**src/rtl/range_ctrl_pkg.sv**
```systemverilog
/*
 * Shared constants for the transfer case range and torque controller:
 * encoder codes, timing figures, speed limits and clutch duty figures.
 * Assumes a single system clock at the rate given by clk_hz.
 */
`default_nettype none
package range_ctrl_pkg;
   // ***************************************************************
   // clock and timing
   // ***************************************************************
   localparam int unsigned CLK_HZ         = 10_000_000;
   localparam int unsigned CYC_PER_MS     = CLK_HZ / 1000;
   localparam int unsigned BULB_MS        = 600;
   localparam int unsigned BLINK_MS       = 300;
   localparam int unsigned NEUTRAL_MS     = 2000;
   localparam int unsigned SHIFT_MS       = 5000;
   localparam int unsigned RETRY_MS       = 3000;
   localparam int unsigned BULB_CYC       = BULB_MS * CYC_PER_MS;
   localparam int unsigned BLINK_CYC      = BLINK_MS * CYC_PER_MS;
   localparam int unsigned NEUTRAL_CYC    = NEUTRAL_MS * CYC_PER_MS;
   localparam int unsigned SHIFT_CYC      = SHIFT_MS * CYC_PER_MS;
   localparam int unsigned RETRY_CYC      = RETRY_MS * CYC_PER_MS;
   localparam int unsigned TIMER_W        = 26;
   // ***************************************************************
   // encoder codes, line 1 in bit 3
   // ***************************************************************
   localparam logic [3:0] ENC_LEFT_STOP   = 4'he;
   localparam logic [3:0] ENC_LEFT_HIGH   = 4'ha;
   localparam logic [3:0] ENC_HIGH        = 4'h2;
   localparam logic [3:0] ENC_RIGHT_HIGH  = 4'h0;
   localparam logic [3:0] ENC_NEUTRAL     = 4'h9;
   localparam logic [3:0] ENC_ZONE2       = 4'h1;
   localparam logic [3:0] ENC_LOW         = 4'h5;
   localparam logic [3:0] ENC_RIGHT_STOP  = 4'h4;
   // ***************************************************************
   // speed and clutch duty
   // ***************************************************************
   localparam int unsigned RPM_W          = 12;
   localparam logic [11:0] SHIFT_RPM_MAX  = 12'h057;
   localparam logic [11:0] LOW_RPM_MAX    = 12'h0af;
   localparam logic [11:0] SLIP_RPM_LIMIT = 12'h014;
   localparam logic [6:0]  DUTY_ABS       = 7'h1e;
   localparam logic [6:0]  DUTY_MAX       = 7'h58;
   localparam logic [6:0]  DUTY_STEP      = 7'h04;
   localparam logic [6:0]  PWM_STEPS      = 7'h64;
   localparam int unsigned PWM_TICK_CYC   = 10;

   function automatic logic enc_valid(input logic [3:0] c);
      return (c == ENC_LEFT_STOP) || (c == ENC_LEFT_HIGH) || (c == ENC_HIGH) ||
             (c == ENC_RIGHT_HIGH) || (c == ENC_NEUTRAL) || (c == ENC_ZONE2) ||
             (c == ENC_LOW) || (c == ENC_RIGHT_STOP);
   endfunction

   function automatic logic enc_high_side(input logic [3:0] c);
      return (c == ENC_LEFT_STOP) || (c == ENC_LEFT_HIGH) || (c == ENC_HIGH);
   endfunction

   function automatic logic enc_low_side(input logic [3:0] c);
      return (c == ENC_LOW) || (c == ENC_RIGHT_STOP);
   endfunction
endpackage
`default_nettype wire

```
**src/rtl/transfer_range_shift_torque_ctrl.sv**
```systemverilog
/*
 * Range shift sequencer, indicator lamps and front clutch coil PWM.
 * Assumes all inputs synchronous to clk_i; speeds arrive as measured
 * propshaft rpm, throttle position already taken off the CAN bus.
 */
`timescale 1ns/1ps
`default_nettype none
// Overview of operation
// RULE_01: ignition on lights both lamps 0.6 s
// RULE_02: decode the eight encoder position codes
// RULE_03: codes outside the table are invalid
// RULE_04: matching position at power-up needs no action
// RULE_05: high selected, low side: blink, shift high
// RULE_06: low selected, high side: blink, shift low
// RULE_07: shift only with valid code at request
// RULE_08: drive until target code; invalid means default
// RULE_09: start on switch toggle or power-up mismatch
// RULE_10: diagnostic check fails, no shift attempted
// RULE_11: neutral 2 s and speeds below 87 rpm
// RULE_12: criteria lost suspends shift, keep blinking
// RULE_13: 5 s without arrival is a failed shift
// RULE_14: motor energized ignores vehicle inputs
// RULE_15: blink low lamp 0.3 s on/off
// RULE_16: success sets low lamp by final range
// RULE_17: default mode retries, then returns, inhibits
// RULE_18: second return fails or succeeds, fault lamp
// RULE_19: base clutch duty from speed and throttle
// RULE_20: slip raises duty, then back to base
// RULE_21: antilock braking holds duty at 30%
// RULE_22: low range above 175 rpm gives 88%
module transfer_range_shift_torque_ctrl
   import range_ctrl_pkg::*;
#(
   parameter int unsigned BULB_T    = BULB_CYC,
   parameter int unsigned BLINK_T   = BLINK_CYC,
   parameter int unsigned NEUTRAL_T = NEUTRAL_CYC,
   parameter int unsigned SHIFT_T   = SHIFT_CYC,
   parameter int unsigned RETRY_T   = RETRY_CYC
) (
   input  wire logic              clk_i,
   input  wire logic              rst_n_i,
   input  wire logic              ignition_i,
   input  wire logic [3:0]        encoder_i,
   input  wire logic              range_select_switch_i,
   input  wire logic              neutral_i,
   input  wire logic [RPM_W-1:0]  front_rpm_i,
   input  wire logic [RPM_W-1:0]  rear_rpm_i,
   input  wire logic [7:0]        throttle_position_i,
   input  wire logic              antilock_brake_active_i,
   input  wire logic              motor_fault_i,
   input  wire logic              speed_sensor_fault_i,
   output logic                   motor_to_high_o,
   output logic                   motor_to_low_o,
   output logic                   low_range_lamp_o,
   output logic                   fault_lamp_o,
   output logic                   shift_inhibited_o,
   output logic                   front_clutch_coil_o
);
   // ***************************************************************
   // parameter checks
   // ***************************************************************
   if (BULB_T < 1 || BLINK_T < 1 || NEUTRAL_T < 1 || SHIFT_T < 1 || RETRY_T < 1 ||
       BULB_T >= 2**TIMER_W || SHIFT_T >= 2**TIMER_W || RETRY_T >= 2**TIMER_W ||
       NEUTRAL_T >= 2**TIMER_W || BLINK_T >= 2**TIMER_W) begin : g_bad
      $error("timing parameter out of range");
   end

   typedef enum logic [2:0] {
      ST_OFF, ST_BULB, ST_IDLE, ST_QUAL, ST_DRIVE, ST_WAIT
   } state_t;

   state_t             state;
   logic [TIMER_W-1:0] timer;
   logic [TIMER_W-1:0] blink_cnt;
   logic               blink_ph;
   logic               target_low;
   logic [1:0]         attempt;
   logic               sw_prev;
   logic               lamp_steady;
   logic               fault_lamp;
   logic               inhibit;
   logic               goal_low;
   logic               valid;
   logic               at_goal;
   logic               speeds_ok;
   logic               diag_ok;
   logic               blinking;

   // ***************************************************************
   // position decode
   // ***************************************************************
   assign valid     = enc_valid(encoder_i);                                   // [RULE_02] [RULE_03]
   assign goal_low  = attempt[1] ? ~target_low : target_low;
   assign at_goal   = goal_low ? (encoder_i == ENC_LOW) : (encoder_i == ENC_HIGH); // [RULE_08]
   assign speeds_ok = (front_rpm_i < SHIFT_RPM_MAX) && (rear_rpm_i < SHIFT_RPM_MAX); // [RULE_11]
   assign diag_ok   = valid && !motor_fault_i && !speed_sensor_fault_i;      // [RULE_10] [RULE_07]
   assign blinking  = (state == ST_QUAL) || (state == ST_DRIVE) || (state == ST_WAIT);

   // ***************************************************************
   // shift sequencer
   // ***************************************************************
   always_ff @(posedge clk_i or negedge rst_n_i) begin
      if (!rst_n_i) begin
         state           <= ST_OFF;
         timer           <= '0;
         target_low      <= 1'b0;
         attempt         <= 2'h0;
         lamp_steady     <= 1'b0;
         fault_lamp      <= 1'b0;
         inhibit         <= 1'b0;
         motor_to_high_o <= 1'b0;
         motor_to_low_o  <= 1'b0;
      end else begin
         case (state)
            ST_OFF: begin
               inhibit         <= 1'b0;
               fault_lamp      <= 1'b0;
               motor_to_high_o <= 1'b0;
               motor_to_low_o  <= 1'b0;
               timer           <= '0;
               if (ignition_i) begin
                  state <= ST_BULB;
               end
            end
            ST_BULB: begin
               timer <= timer + 1'b1;
               if (!ignition_i) begin
                  state <= ST_OFF;
               end else if (timer == TIMER_W'(BULB_T - 1)) begin            // [RULE_01]
                  timer <= '0;
                  if (range_select_switch_i ? enc_low_side(encoder_i)
                                            : enc_high_side(encoder_i)) begin
                     lamp_steady <= range_select_switch_i;                   // [RULE_04]
                     state       <= ST_IDLE;
                  end else if (diag_ok) begin                                // [RULE_09]
                     target_low <= range_select_switch_i;                    // [RULE_05] [RULE_06]
                     attempt    <= 2'h0;
                     state      <= ST_QUAL;
                  end else begin
                     state <= ST_IDLE;
                  end
               end
            end
            ST_IDLE: begin
               timer <= '0;
               if (!ignition_i) begin
                  state <= ST_OFF;
               end else if (range_select_switch_i != sw_prev && !inhibit) begin // [RULE_09]
                  if (diag_ok) begin                                         // [RULE_10] [RULE_07]
                     target_low <= range_select_switch_i;
                     attempt    <= 2'h0;
                     state      <= ST_QUAL;
                  end
               end
            end
            ST_QUAL: begin
               if (!ignition_i) begin
                  state <= ST_OFF;
               end else if (range_select_switch_i != target_low) begin       // [RULE_12]
                  state <= ST_IDLE;
               end else if (neutral_i && speeds_ok) begin
                  timer <= timer + 1'b1;
                  if (timer == TIMER_W'(NEUTRAL_T - 1)) begin                // [RULE_11]
                     timer <= '0;
                     state <= ST_DRIVE;
                  end
               end else begin
                  timer <= '0;                                               // [RULE_12]
               end
            end
            ST_DRIVE: begin
               // vehicle inputs are not looked at here [RULE_14]
               timer           <= timer + 1'b1;
               motor_to_low_o  <= goal_low;                                  // [RULE_13]
               motor_to_high_o <= ~goal_low;
               if (valid && at_goal) begin                                   // [RULE_08]
                  motor_to_high_o <= 1'b0;
                  motor_to_low_o  <= 1'b0;
                  timer           <= '0;
                  lamp_steady     <= goal_low;                               // [RULE_16]
                  state           <= ST_IDLE;
                  if (attempt[1]) begin
                     inhibit <= 1'b1;                                        // [RULE_17]
                  end
                  if (attempt == 2'h3) begin
                     fault_lamp <= 1'b1;                                     // [RULE_18]
                  end
               end else if (!valid || motor_fault_i ||
                            timer == TIMER_W'(SHIFT_T - 1)) begin            // [RULE_13] [RULE_08]
                  motor_to_high_o <= 1'b0;
                  motor_to_low_o  <= 1'b0;
                  timer           <= '0;
                  if (attempt == 2'h3) begin
                     fault_lamp <= 1'b1;                                     // [RULE_18]
                     inhibit    <= 1'b1;
                     state      <= ST_IDLE;
                  end else begin
                     attempt <= attempt + 1'b1;                              // [RULE_17]
                     state   <= ST_WAIT;
                  end
               end
            end
            ST_WAIT: begin
               timer <= timer + 1'b1;
               if (timer == TIMER_W'(RETRY_T - 1)) begin                     // [RULE_17] [RULE_18]
                  timer <= '0;
                  state <= ST_DRIVE;
               end
            end
            default: begin
               state <= ST_OFF;
            end
         endcase
      end
   end

   // ***************************************************************
   // switch history and lamps
   // ***************************************************************
   always_ff @(posedge clk_i or negedge rst_n_i) begin
      if (!rst_n_i) begin
         sw_prev <= 1'b0;
      end else begin
         sw_prev <= range_select_switch_i;
      end
   end

   always_ff @(posedge clk_i or negedge rst_n_i) begin
      if (!rst_n_i) begin
         blink_cnt <= '0;
         blink_ph  <= 1'b0;
      end else if (!blinking) begin
         blink_cnt <= '0;
         blink_ph  <= 1'b1;
      end else if (blink_cnt == TIMER_W'(BLINK_T - 1)) begin                 // [RULE_15]
         blink_cnt <= '0;
         blink_ph  <= ~blink_ph;
      end else begin
         blink_cnt <= blink_cnt + 1'b1;
      end
   end

   always_ff @(posedge clk_i or negedge rst_n_i) begin
      if (!rst_n_i) begin
         low_range_lamp_o  <= 1'b0;
         fault_lamp_o      <= 1'b0;
         shift_inhibited_o <= 1'b0;
      end else begin
         shift_inhibited_o <= inhibit;
         if (state == ST_BULB) begin
            low_range_lamp_o <= 1'b1;                                        // [RULE_01]
            fault_lamp_o     <= 1'b1;
         end else begin
            low_range_lamp_o <= blinking ? blink_ph : lamp_steady;           // [RULE_15] [RULE_16]
            fault_lamp_o     <= fault_lamp;
         end
      end
   end

   // ***************************************************************
   // front clutch coil PWM
   // ***************************************************************
   logic [3:0]       tick_cnt;
   logic [6:0]       pwm_cnt;
   logic [6:0]       duty;
   logic [6:0]       boost;
   logic [6:0]       base_duty;
   logic [RPM_W-1:0] slip;
   logic             in_low;

   assign in_low    = enc_low_side(encoder_i) && valid;
   assign slip      = (front_rpm_i > rear_rpm_i) ? front_rpm_i - rear_rpm_i
                                                 : rear_rpm_i - front_rpm_i;
   assign base_duty = 7'(throttle_position_i[7:3]) + 7'(rear_rpm_i[11:7]);   // [RULE_19]

   always_ff @(posedge clk_i or negedge rst_n_i) begin
      if (!rst_n_i) begin
         tick_cnt <= '0;
         pwm_cnt  <= '0;
      end else if (tick_cnt == 4'(PWM_TICK_CYC - 1)) begin
         tick_cnt <= '0;
         pwm_cnt  <= (pwm_cnt == PWM_STEPS - 7'h01) ? 7'h00 : pwm_cnt + 7'h01;
      end else begin
         tick_cnt <= tick_cnt + 4'h1;
      end
   end

   always_ff @(posedge clk_i or negedge rst_n_i) begin
      if (!rst_n_i) begin
         duty  <= '0;
         boost <= '0;
      end else if (tick_cnt == 4'h0 && pwm_cnt == 7'h00) begin
         if (slip > SLIP_RPM_LIMIT) begin                                   // [RULE_20]
            boost <= (boost + DUTY_STEP > DUTY_MAX) ? DUTY_MAX : boost + DUTY_STEP;
         end else begin
            boost <= '0;
         end
         if (antilock_brake_active_i) begin
            duty <= DUTY_ABS;                                                // [RULE_21]
         end else if (in_low && (front_rpm_i > LOW_RPM_MAX || rear_rpm_i > LOW_RPM_MAX)) begin
            duty <= DUTY_MAX;                                                // [RULE_22]
         end else if ({1'b0, base_duty} + {1'b0, boost} > {1'b0, DUTY_MAX}) begin
            duty <= DUTY_MAX;
         end else begin
            duty <= base_duty + boost;                                       // [RULE_19] [RULE_20]
         end
      end
   end

   always_ff @(posedge clk_i or negedge rst_n_i) begin
      if (!rst_n_i) begin
         front_clutch_coil_o <= 1'b0;
      end else begin
         front_clutch_coil_o <= (pwm_cnt < duty);
      end
   end
endmodule // transfer_range_shift_torque_ctrl
`default_nettype wire

```
**config.mk**
```make
export PLATFORM = sky130hd
export DESIGN_NAME = transfer_range_shift_torque_ctrl
export DESIGN_NICKNAME = d
export VERILOG_FILES = /design/src/rtl/range_ctrl_pkg.sv /design/src/rtl/transfer_range_shift_torque_ctrl.sv
export SDC_FILE = /design/constraint.sdc
export NUM_CORES = 1
export LEC_CHECK = 0
export ABC_AREA = 1
export BUFFER_PORTS_ARGS = -buffer_cell sky130_fd_sc_hd__buf_2
export CORE_UTILIZATION = 35
export DETAILED_ROUTE_END_ITERATION = 10
export PLACE_DENSITY_LB_ADDON = 0.08
export SYNTH_ARGS = -nofsm -noshare
export SYNTH_HDL_FRONTEND = slang
export SYNTH_SLANG_ARGS = --single-unit
```
**constraint.sdc**
```tcl
create_clock -name clk_i -period 2.85 [get_ports clk_i]
set_clock_uncertainty 0.05 [all_clocks]
set_input_delay 0.57 -clock clk_i [delete_from_list [all_inputs] [get_ports clk_i]]
set_output_delay 0.57 -clock clk_i [all_outputs]
set_load 0.02 [all_outputs]
```
; After elaboration in Yosys (flattened, before gate mapping)
; Cells that the tools add are included.
[op_classes]
reduce_logical = 43
bitwise_logic = 3
magnitude_cmp = 9
n_addsub = 11
n_mux = 82
eq_ne = 45
[ops]
columns = operator, n
row1 = $mux W26, 11
row2 = $pmux W26 S5, 1
row3 = $add A26 B1 Y26 const B, 2
row4 = $eq A26 B25 Y1 const B, 2
row5 = $mux W3, 14
row6 = $mux W7, 6
row7 = $mux W1, 31
row8 = $eq A26 B22 Y1 const B, 1
row9 = $eq A26 B23 Y1 const B, 1
row10 = $eq A26 B26 Y1 const B, 1
row11 = $gt A12 B8 Y1 const B, 2
row12 = $lt A12 B7 Y1 const B, 2
row13 = $sub A12 B12 Y12, 2
row14 = $ne A2 B2 Y1 const B, 11
row15 = $mux W2, 9
row16 = $pmux W3 S6, 1
row17 = $eq A4 B4 Y1 const B, 4
row18 = $logic_or A1 B1 Y1, 13
row19 = $gt A12 B12 Y1, 1
row20 = $gt A12 B5 Y1 const B, 1
row21 = $mux W12, 1
row22 = $ne A3 B3 Y1 const B, 4
row23 = $pmux W1 S2, 6
row24 = $logic_and A1 B1 Y1, 9
row25 = other kinds (40), 57
[totals]
output_inout_bits = 6
reg_bits = 94
input_bits = 44

; Logic depth before layout (Yosys ltp)
; Gate-level depths: netlist of run 1.
[logic_depth]
depth_word = 15
ltp_mapped = 19

; Least setup slack after synthesis of run 1
; Ideal clock, no wire load.
[synth_path]
path_kind = input-to-reg
startpoint = input port rear_rpm_i[7]
endpoint = register duty[4]
required_time_ns = 2.687
path_stages = 16
slack_ns = -0.113
arrival_time_ns = 2.800
cell_sequence = ha_1 fa_1 a21oi_1 o21ai_0 xor2_1 ha_1 a21oi_1 nand2_1 xor2_1 o21bai_1 nand2_1 nand2_1 nor2_1 nand2_1 nand2_1 inv_1
[synth_via]
elab_chain_len = 6
elab_cells_between_ends = 10
classes_between = add/sub: 3 / order compare: 2 / mux: 3 / reduce/logical: 2
[synth_lines]
columns = element, line_no
row1 = start: declaration, transfer_range_shift_torque_ctrl.sv:47  ; input wire logic [RPM_W-1:0] rear_rpm_i,
row2 = $add A5 B5 Y6, transfer_range_shift_torque_ctrl.sv:274  ; assign base_duty = 7'(throttle_position_i[7:3]) + 7'(rear_rpm_i[11:7]);
row3 = $add A6 B7 Y8, transfer_range_shift_torque_ctrl.sv:302  ; end else if ({1'b0, base_duty} + {1'b0, boost} > {1'b0, DUTY_MAX}) begin
row4 = $gt A8 B7 Y1, transfer_range_shift_torque_ctrl.sv:302
row5 = $mux W7, transfer_range_shift_torque_ctrl.sv:302
row6 = $mux W7 *, transfer_range_shift_torque_ctrl.sv:300  ; end else if (in_low && (front_rpm_i > LOW_RPM_MAX || rear_rpm_i > LOW_RPM_MAX)) begin
row7 = $mux W7 *, transfer_range_shift_torque_ctrl.sv:298  ; if (antilock_brake_active_i) begin
row8 = end signal: assignment, transfer_range_shift_torque_ctrl.sv:305  ; duty <= base_duty + boost;
row9 = end: declaration, transfer_range_shift_torque_ctrl.sv:265  ; logic [6:0] duty;
; Every way passes the cells marked *; elsewhere a longest branch is shown, timed or not.
; A chain may end at the register's enable or synchronous reset.

; Worst setup path in the final report of run 1
; Ends and elaborated chain as after synthesis.

==> results of run 1 <==
-- path summary, 6_finish.rpt --
check | start | endpoint | cells past startpoint
worst max-delay path | rear_rpm_i[7] | duty[4] | 17
worst min-delay path | rst_n_i | duty[5] | 1
worst max register to register | timer[0] | timer[2] | 11
worst min register to register | inhibit | shift_inhibited_o | 0
max in group asynchronous | rst_n_i | timer[22] | 2
min in group clk_i | inhibit | shift_inhibited_o | 0
-- layout make-up --
type                            instances  area (um^2)  share of cell area, %
Clock buffer                           10          239                   2.69
Clock inverter                          6         46.3                  0.521
Multi-Input combinational cell        819         4550                   51.3
Sequential cell                        92         2300                   25.9
Inverter                              187          702                   7.91
Tap cell                              275          344                   3.88
Timing Repair Buffer                  104          693                   7.81
-- timing repair --
action | CTS | global route
setup endpoints to repair | 0 | 7
buffers inserted | 0 | 1
hold endpoints to repair | 0 | 0
gates resized for setup | 0 | 10
-- cells by family after synthesis --
family                   after synthesis  share of synthesized area, %
AO/OA/AOI/OAI                        119                          9.15
XOR/XNOR                              47                          5.43
adder cells (fa/ha/maj)               52                          8.88
buffers and inverters                202                          10.4
flip-flops                            92                          30.4
other                                  1                        0.0495
AND/OR/NAND/NOR                      600                          35.7
-- metrics by stage --
step	setup TNS [ns]	power, mW	setup slack [ns]	instances
3_5_place_dp	-1.50	2.99	-0.266	1476
6_report	0	4.13	0.171	1493
3_3_place_gp	-1.58	2.99	-0.286	1476
4_1_cts	0	4.20	0.103	1492
2_1_floorplan	-0.0397	2.51	-0.0397	1113
5_1_grt	-0.110	4.45	-0.0336	1493
-- layer usage --
metal,wire length (um),share of wire (%)
met2,8650,46
met5,0,0
met3,506,2.7
met1,9530,50
met4,238,1.3
-- critical path, delay by kind of cell --
family | cells | cell delay [ns]
buffers and inverters | 2 | 0.14
AND/OR/NAND/NOR | 6 | 0.49
XOR/XNOR | 2 | 0.31
adder cells (fa/ha/maj) | 3 | 0.84
AO/OA/AOI/OAI | 4 | 0.51
-- cell usage after synthesis, types with 2 or more instances --
cell type | count | area share (%)
nand2_2 | 12 | 0.99
nand4_1 | 31 | 2.6
nor3_1 | 37 | 2.4
dfrtp_1 | 92 | 30
buf_4 | 4 | 0.40
nand3b_1 | 2 | 0.20
nand3_2 | 8 | 1.1
o21ai_2 | 5 | 0.58
o31ai_1 | 5 | 0.50
nor3_2 | 3 | 0.40
nor4_1 | 10 | 0.83
nand2_1 | 296 | 15
a22oi_1 | 4 | 0.40
xnor2_1 | 10 | 1.2
nand3_1 | 65 | 4.3
a21o_1 | 2 | 0.20
or2_2 | 2 | 0.17
ha_1 | 49 | 8.1
o211ai_1 | 2 | 0.20
o21ai_0 | 30 | 2.0
a21oi_1 | 56 | 3.7
buf_2 | 4 | 0.26
nor2_4 | 6 | 0.89
nor3b_1 | 3 | 0.30
clkbuf_1 | 4 | 0.20
inv_1 | 179 | 8.9
fa_1 | 3 | 0.79
nor2_1 | 112 | 5.5
nor2_2 | 6 | 0.50
inv_2 | 7 | 0.35
a31oi_1 | 5 | 0.41
xor2_1 | 37 | 4.3
-- power groups by stage --
stage	sequential [mW]	clock [mW]	combinational, mW
after floorplan	1.53	0	0.982
after global placement	1.52	0	1.47
after detailed placement	1.52	0	1.46
after CTS	1.50	1.23	1.47
after global routing	1.51	1.26	1.67
final	1.50	1.18	1.46
-- state kept, by name (all words and copies together), names as in the netlist, 2 cells and up --
name	flops
boost	5
attempt	2
timer	26
tick_cnt	4
duty	7
pwm_cnt	7
blink_cnt	26
state	3
==> results.yml, run 1 <==
grt:
  antenna_found_initial: 0
  overflow: 0
  grt_pass1_wl_um: 32200
  grt_usage_pct: 17.9
  grtUsageMet1_pct: 24.7
  met3_usage_pct: 2.26
  grt_pass1_vias: 6690
  grt.met2_usage_pct: 29.6
  grt_max_degree: 48
  busiest_layer: "met2"
synth:
  yosysSeqAreaShare_pct: 30.4
  synth-edff-count: 0
  yosysWarnings: 0
  synth_cell_type_count: 54
  syn_nets: 1209
  synthArstFlopShare_pct: 100
  synth_flop_cell: "dfrtp_1"
  synth.avg_cell_area_um2: 6.81
  syn-cell-area_um2: 7580
  synth-seq-cells: 92
  synthCells: 1113
cells_and_area:
  antenna_cells: 0
  fin_area_um2: 8880
  layout_common_cells: "nand2_1 (294), inv_1 (179), nor2_1 (111)"
  final_common_cell: "nand2_1"
  area_delta_synth_final_pct: 17.1
  drive_gt1_share_pct: 15.4
  post-route-util_pct: 42.0
  layout.nets: 1309
  fill_cells: 2256
setup_path:
  path_class: "input port to flip-flop"
  critPathArrivalTime_ns: 2.87
  crit_slowest_cell: "fa_2"
  cp_max_fo: 4
  start_kind: "input port"
  crit_top_cell: "nand2_1"
  slowest_delay_ns: 0.35
  crit_required_ns: 3.05
  crit_path_end_kind: "flip-flop"
  crit_path_cell_trace: "buf_2, ha_2, fa_2, a21oi_2, o21ai_1, xor2_1, ha_1, a21oi_2, nand2_2, xor2_2, o21bai_1, nand2_1, nand2_2, nor2_4, nand2_1, nand2_1, inv_1"
  worst-r2r-setup-slack_ns: 0.51
clocking:
  clock_path_buffers: 2
  clk_pin_slew_ns: 0.07
  root_buffer: "clkbuf_16"
  cts.sinks: 92
  cts_inserted_buffers: 9
  tritoncts: "yes"
  ctsHoldBuffers: 0
  clkLatencyLatePin_ns: 0.35
  cts_max_level: 3
drt:
  viasPerCell: 4.72
  wl_per_cell_um: 12.7
  wl_um: 18900
  drtIter0Drc: 349
  drc: 0
  dr.pass1.iters: 5
  ant_nets: 0
  vias: 7050
timing:
  hold_viol_final: 0
  max_slew.worst_pin.slew_ns: 0.621
  hold_ws_ns: 0.180
  slew_headroom_pct: 58.6
  timing.fmax_mhz: 373
  period_share_pct: 94.0
  slew_violations: 0
  final-setup-viol-count: 0
  min_period_ns: 2.68
power_and_ir_drop:
  switching_share_pct: 37.7
  power_switching_mw: 1.56
  seq_power_share_pct: 36.2
  power_density_nw_per_um2: 466
  leakagePower_nw: 4.50
  combPwrFrac_pct: 35.3
  max-vdd-ir-drop_v: 0.000354
  clkPwrFrac_pct: 28.5
  p_int_mw: 2.58
placement:
  dp_hpwl_um: 15100
  placed_area_um2: 8550
  port_buffers: 46
  gp_congestion: 0.822
floorplanning:
  fp.dieH_um: 149
  rows: 53
  initial_core_util_pct: 35.8
  design.core.area_um2: 21200
  pin_count: 50
  dieWidth_um: 149
  fp.dieArea_um2: 22200
min_path:
  hp-class: "input port to asynchronous set/reset pin"
run_status:
  status: "complete, no violations"
run:
  maxCapViolations: 0
No activity file was read; power rests on OpenSTA's default activity.
==> run 2, diff against run 1 <==
--- a/config.mk
+++ b/config.mk
@@ -5,7 +5,6 @@
 export SDC_FILE = /design/constraint.sdc
 export NUM_CORES = 1
 export LEC_CHECK = 0
-export ABC_AREA = 1
 export BUFFER_PORTS_ARGS = -buffer_cell sky130_fd_sc_hd__buf_2
 export CORE_UTILIZATION = 35
 export DETAILED_ROUTE_END_ITERATION = 10
==> results.yml, run 2 <==
setup_path:
  crit_end: "boost[4]"
  reg2reg_depth: 10
  r2r_start: "timer[11]"
  r2r-end: "timer[19]"
  critPathArrivalTime_ns: 3.21
  crit_required_ns: 3.04
  cp_max_fo: 5
  path_class: "input port to flip-flop"
  critPathLaunch: "front_rpm_i[0]"
  crit_path_end_kind: "flip-flop"
  worst-r2r-setup-slack_ns: 0.15
  start_kind: "input port"
grt:
  grt_pass1_vias: 6250
  grt_pass1_wl_um: 30100
  grt_max_degree: 38
  antenna_found_initial: 1
  grt_usage_pct: 18.7
  overflow: 0
drt:
  wl_per_cell_um: 14.6
  drc: 0
  wl_um: 18100
  ant_nets: 0
  vias: 6401
  dr.pass1.iters: 7
  drtIter0Drc: 318
  viasPerCell: 5.16
timing:
  worst_slack_ns: -0.162
  slew_headroom_pct: 66.6
  period_share_pct: 106
  hold_viol_final: 0
  min_period_ns: 3.01
  slew_violations: 0
  final-setup-viol-count: 5
  timing.fmax_mhz: 332
  max_slew.worst_pin.slew_ns: 0.501
  rsz0062_at_grt: "true"
clocking:
  cts_inserted_buffers: 9
  cts_max_level: 3
  clock_path_buffers: 2
  cts.sinks: 92
  tritoncts: "yes"
  root_buffer: "clkbuf_16"
  clkLatencyLatePin_ns: 0.35
  ctsHoldBuffers: 0
  clk_pin_slew_ns: 0.07
floorplanning:
  fp.dieH_um: 142
  fp.dieArea_um2: 20200
  pin_count: 50
  design.core.area_um2: 19000
  initial_core_util_pct: 36.2
  rows: 50
  dieWidth_um: 142
synth:
  syn-cell-area_um2: 6890
  synth_top_area_share_pct: 33.4
  synth_largest_area_cell: "dfrtp_1"
  syn_nets: 914
  synth_flop_cell: "dfrtp_1"
  synth_fa_ha_area_share_pct: 9.77
  yosysSeqAreaShare_pct: 33.4
  yosys-top-cells-count: "dfrtp_1 (92), nand2_1 (86), nor2_1 (82), inv_1 (51), ha_1 (49)"
  synthArstFlopShare_pct: 100
  yosysMostFrequentCell: "dfrtp_1"
  synth_compound_area_share_pct: 19.9
  synth_top_family_by_area: "simple AND/OR/NAND/NOR gates"
  synth.mux.area_fraction_pct: 2.63
  synth-edff-count: 0
  synthXorXnorAreaFrac_pct: 5.85
  synthTopCellsByArea: "dfrtp_1 (33%), ha_1 (8.9%), nand2_1 (4.7%)"
  synthSimpleGateAreaFrac_pct: 23.2
  synth.avg_cell_area_um2: 8.42
  synth-seq-cells: 92
  synthCells: 818
  yosysWarnings: 0
  synth_cell_type_count: 75
cells_and_area:
  drive_gt1_share_pct: 26.7
  instances_no_fill: 1241
  layout_common_cells: "buf_4 (127), dfrtp_1 (92), nand2_1 (84)"
  layout.nets: 1071
  area_delta_synth_final_pct: 29.1
  fin_area_um2: 8890
  top_regs: "blink_cnt x26, timer x26"
  fill_cells: 1898
  final_common_cell: "buf_4"
run_status:
  violations: "negative setup slack"
  status: "finished, violations left"
placement:
  dpl.cell_count: 1213
  port_buffers: 46
  gp_congestion: 0.888
  dp_hpwl_um: 14100
  dpl_worst_slack_ns: -0.686
  placed_area_um2: 8260
power_and_ir_drop:
  leakagePower_nw: 4.14
  power_mw: 4.66
  max-vdd-ir-drop_v: 0.000325
  power_density_nw_per_um2: 524
run:
  maxCapViolations: 0
min_path:
  hp-class: "input port to asynchronous set/reset pin"
## run 2: cell types whose count changed in the layout (fill, tap and decap cells not counted), sizes merged, moves of 22 or more
cell	delta
nand2	-223
nand3	-42
nor2	-42
buf	+72
inv	-134
o21ai	+32
nor3	-22
## run 2: stage by stage
| stage | hold slack (ns) | TNS (ns) | utilization (%) |
|---|---|---|---|
| floorplan | 0.224 | -1.40 | - |
| global placement | 0.389 | -8.69 | 43.4 |
| detailed placement | 0.390 | -10.18 | 43.4 |
| CTS | 0.136 | -0.663 | 46.0 |
| global route | 0.157 | -1.55 | 46.8 |
| finish | 0.133 | -0.657 | 46.8 |
## run 2: critical path, cell delays in order
cell       delay (ns)
buf_8            0.09
inv_8            0.03
ha_4             0.15
fa_2             0.33
nand3b_1         0.20
a21oi_2          0.18
o211ai_2         0.12
a21oi_4          0.18
buf_4            0.15
buf_6            0.10
mux2_2           0.33
a2bb2oi_2        0.13
a31o_1           0.14
a211oi_2         0.08
buf_4            0.17
a221oi_2         0.27
## run 2: cell families after synthesis
| group | Yosys count |
|---|---|
| fa+ha+maj | 52 |
| compound gates | 210 |
| simple gates | 319 |
| mux | 17 |
| other cells | 1 |
| xor+xnor | 46 |
| flops | 92 |
| buf+inv | 81 |
## run 2: per-layer routing
metal,global-route usage (%),share of wire [%],up-vias
met2,32.4,50,107
li1,-,-,3220
met4,5.15,0.92,0
met5,0,0,-
met1,23.7,46,3061
met3,3.47,3.3,13
## run 2: timing repair
| action | CTS | global route |
|---|---|---|
| pin swaps | 17 | 17 |
| resized for setup | 18 | 35 |
| setup endpoints to repair | 12 | 36 |
| setup buffers | 8 | 4 |
## run 2: layout make-up
cell class | instances | area (um^2) | share of cell area [%]
Multi-Input combinational cell | 645 | 4450 | 50.0
Sequential cell | 92 | 2300 | 25.9
Clock buffer | 10 | 229 | 2.57
Timing Repair Buffer | 176 | 1280 | 14.4
Tap cell | 260 | 325 | 3.66
Clock inverter | 6 | 103 | 1.15
Antenna cell | 1 | 2.50 | 0.0281
Inverter | 51 | 199 | 2.24
## run 2: where the power goes
group,internal (mW),total (mW),switching [mW]
Sequential,1.41,1.48,0.0766
Combinational,0.809,1.84,1.03
Clock,0.786,1.34,0.551
## run 2: how the worst min path moves through the flow
| stage | end | from | cells after the start |
|---|---|---|---|
| after floorplan | attempt[0] | rst_n_i | 0 |
| after global placement | shift_inhibited_o | inhibit | 0 |
| after detailed placement | shift_inhibited_o | inhibit | 0 |
| after CTS | blink_cnt[23] | rst_n_i | 1 |
| after global routing | blink_cnt[23] | rst_n_i | 1 |
| final | blink_cnt[19] | rst_n_i | 1 |
==> run 3, diff against run 2 <==
==> constraint.sdc (replaced) <==
create_clock -name clk_i -period 3 [get_ports clk_i]
set_clock_uncertainty 0.05 [all_clocks]
set_input_delay 0.6 -clock clk_i [delete_from_list [all_inputs] [get_ports clk_i]]
set_output_delay 0.6 -clock clk_i [all_outputs]
set_load 0.02 [all_outputs]
==> results.yml, run 3 (same netlist as run 2, synthesis figures left out) <==
min_path:
  hp-class: "input port to asynchronous set/reset pin"
cells_and_area:
  post-route-util_pct: 44.8
  top_regs: "blink_cnt x26, timer x26"
  multi_input_area_um2: 4380
  layout_common_cells: "buf_4 (96), dfrtp_1 (92), nand2_1 (86)"
  seqCellArea_um2: 2300
  final_common_cell: "buf_4"
  antenna_cells: 0
  area_delta_synth_final_pct: 23.8
  fin_area_um2: 8530
  layout.nets: 1041
  instances_no_fill: 1208
  fill_cells: 1916
  drive_gt1_share_pct: 22.6
placement:
  dp_hpwl_um: 13700
  placed_area_um2: 8040
  gp_congestion: 0.868
  dpl.cell_count: 1188
  port_buffers: 46
clocking:
  clk_pin_slew_ns: 0.06
  clkLatencyLatePin_ns: 0.34
  cts.sinks: 92
  tritoncts: "yes"
  clock_path_buffers: 2
  cts_inserted_buffers: 9
  root_buffer: "clkbuf_16"
  cts_max_level: 3
drt:
  wl_um: 17600
  ant_nets: 0
  routed-wl-met3_um: 625
  wl_per_cell_um: 14.5
  drtIter0Drc: 354
  viasPerCell: 5.17
  met2WireLength_um: 8330
  top_layer_used: "met4"
  vias: 6248
  drc: 0
  dr.pass1.iters: 4
  route.layer.met1.wl_um: 8400
run_status:
  status: "finished, violations left"
  violations: "negative setup slack"
setup_path:
  crit_required_ns: 3.15
  cp_num_buf_inv: 3
  crit_path_end_kind: "flip-flop"
  crit_slowest_cell: "fa_2"
  start_kind: "input port"
  cp_max_fo: 5
  critPathArrivalTime_ns: 3.19
  crit_family: "compound AO/OA/AOI/OAI gates"
  slowest_delay_ns: 0.33
  crit_path_cell_trace: "buf_8, inv_8, ha_4, fa_2, nand3b_1, a21oi_2, o211ai_2, a21oi_4, mux2_4, a211o_1, a31o_1, a211oi_2, buf_4, a221oi_2"
  path_class: "input port to flip-flop"
floorplanning:
  fp.dieArea_um2: 20200
  design.core.area_um2: 19000
  pin_count: 50
  initial_core_util_pct: 36.2
  fp.dieH_um: 142
  rows: 50
  dieWidth_um: 142
timing:
  hold_viol_final: 0
  slew_headroom_pct: 63.1
  rsz0062_at_grt: "true"
  period_share_pct: 101
  min_period_ns: 3.03
  finalSetupTns_ns: -0.123
  worst_slack_ns: -0.0339
  timing.fmax_mhz: 330
  slew_violations: 0
  hold_ws_ns: 0.157
  max_slew.worst_pin.slew_ns: 0.554
  final-setup-viol-count: 5
grt:
  antenna_found_initial: 0
  grt_pass1_vias: 6189
  grt_max_degree: 59
  grt_usage_pct: 18.7
  overflow: 0
  grt_pass1_wl_um: 30300
run:
  maxCapViolations: 0
power_and_ir_drop:
  leakagePower_nw: 3.93
  power_density_nw_per_um2: 488
  max-vdd-ir-drop_v: 0.000289
-- run 3: path summary, 6_finish.rpt --
path | endpoint | cells after the start | slack [ns] | from
worst min register to register | shift_inhibited_o | 0 | 0.37 | inhibit
max in group asynchronous | tick_cnt[2] | 2 | 2.06 | rst_n_i
worst max-delay path | boost[4] | 14 | -0.03 | front_rpm_i[0]
min in group clk_i | shift_inhibited_o | 0 | 0.37 | inhibit
worst min-delay path | blink_cnt[21] | 1 | 0.16 | rst_n_i
worst max register to register | timer[23] | 11 | 0.26 | timer[0]
-- run 3: where the power goes --
part	internal (mW)	switching [mW]
registers	1.34	0.0818
logic	0.711	0.943
clock network	0.634	0.455
total	2.68	1.48
-- run 3: what timing repair did --
item,in CTS,in global routing
setup buffers,3,3
endpoints found under the setup margin,5,36
pin swaps,7,24
hold buffers,0,0
gates resized for setup,8,32
-- run 3: cell type report --
class | count | share of cell area [%]
Clock buffer | 11 | 2.73
Clock inverter | 3 | 0.469
Inverter | 51 | 2.33
Multi-Input combinational cell | 645 | 51.3
Sequential cell | 92 | 27.0
Tap cell | 260 | 3.81
Timing Repair Buffer | 146 | 12.3
-- run 3: metal layers --
| metal | vias to the layer above | global-route usage (%) |
|---|---|---|
| met5 | - | 0 |
| met1 | 2961 | 24.8 |
| met2 | 104 | 31.0 |
| li1 | 3170 | - |
| met4 | 0 | 5.21 |
| met3 | 13 | 3.57 |
-- run 3: per-stage QoR --
step,worst slack (ns),total power [mW]
after floorplan,-0.147,2.52
after global placement,-0.543,3.01
after detailed placement,-0.638,3.03
after CTS,-0.0895,4.16
after global routing,-0.169,4.47
final,-0.0339,4.16
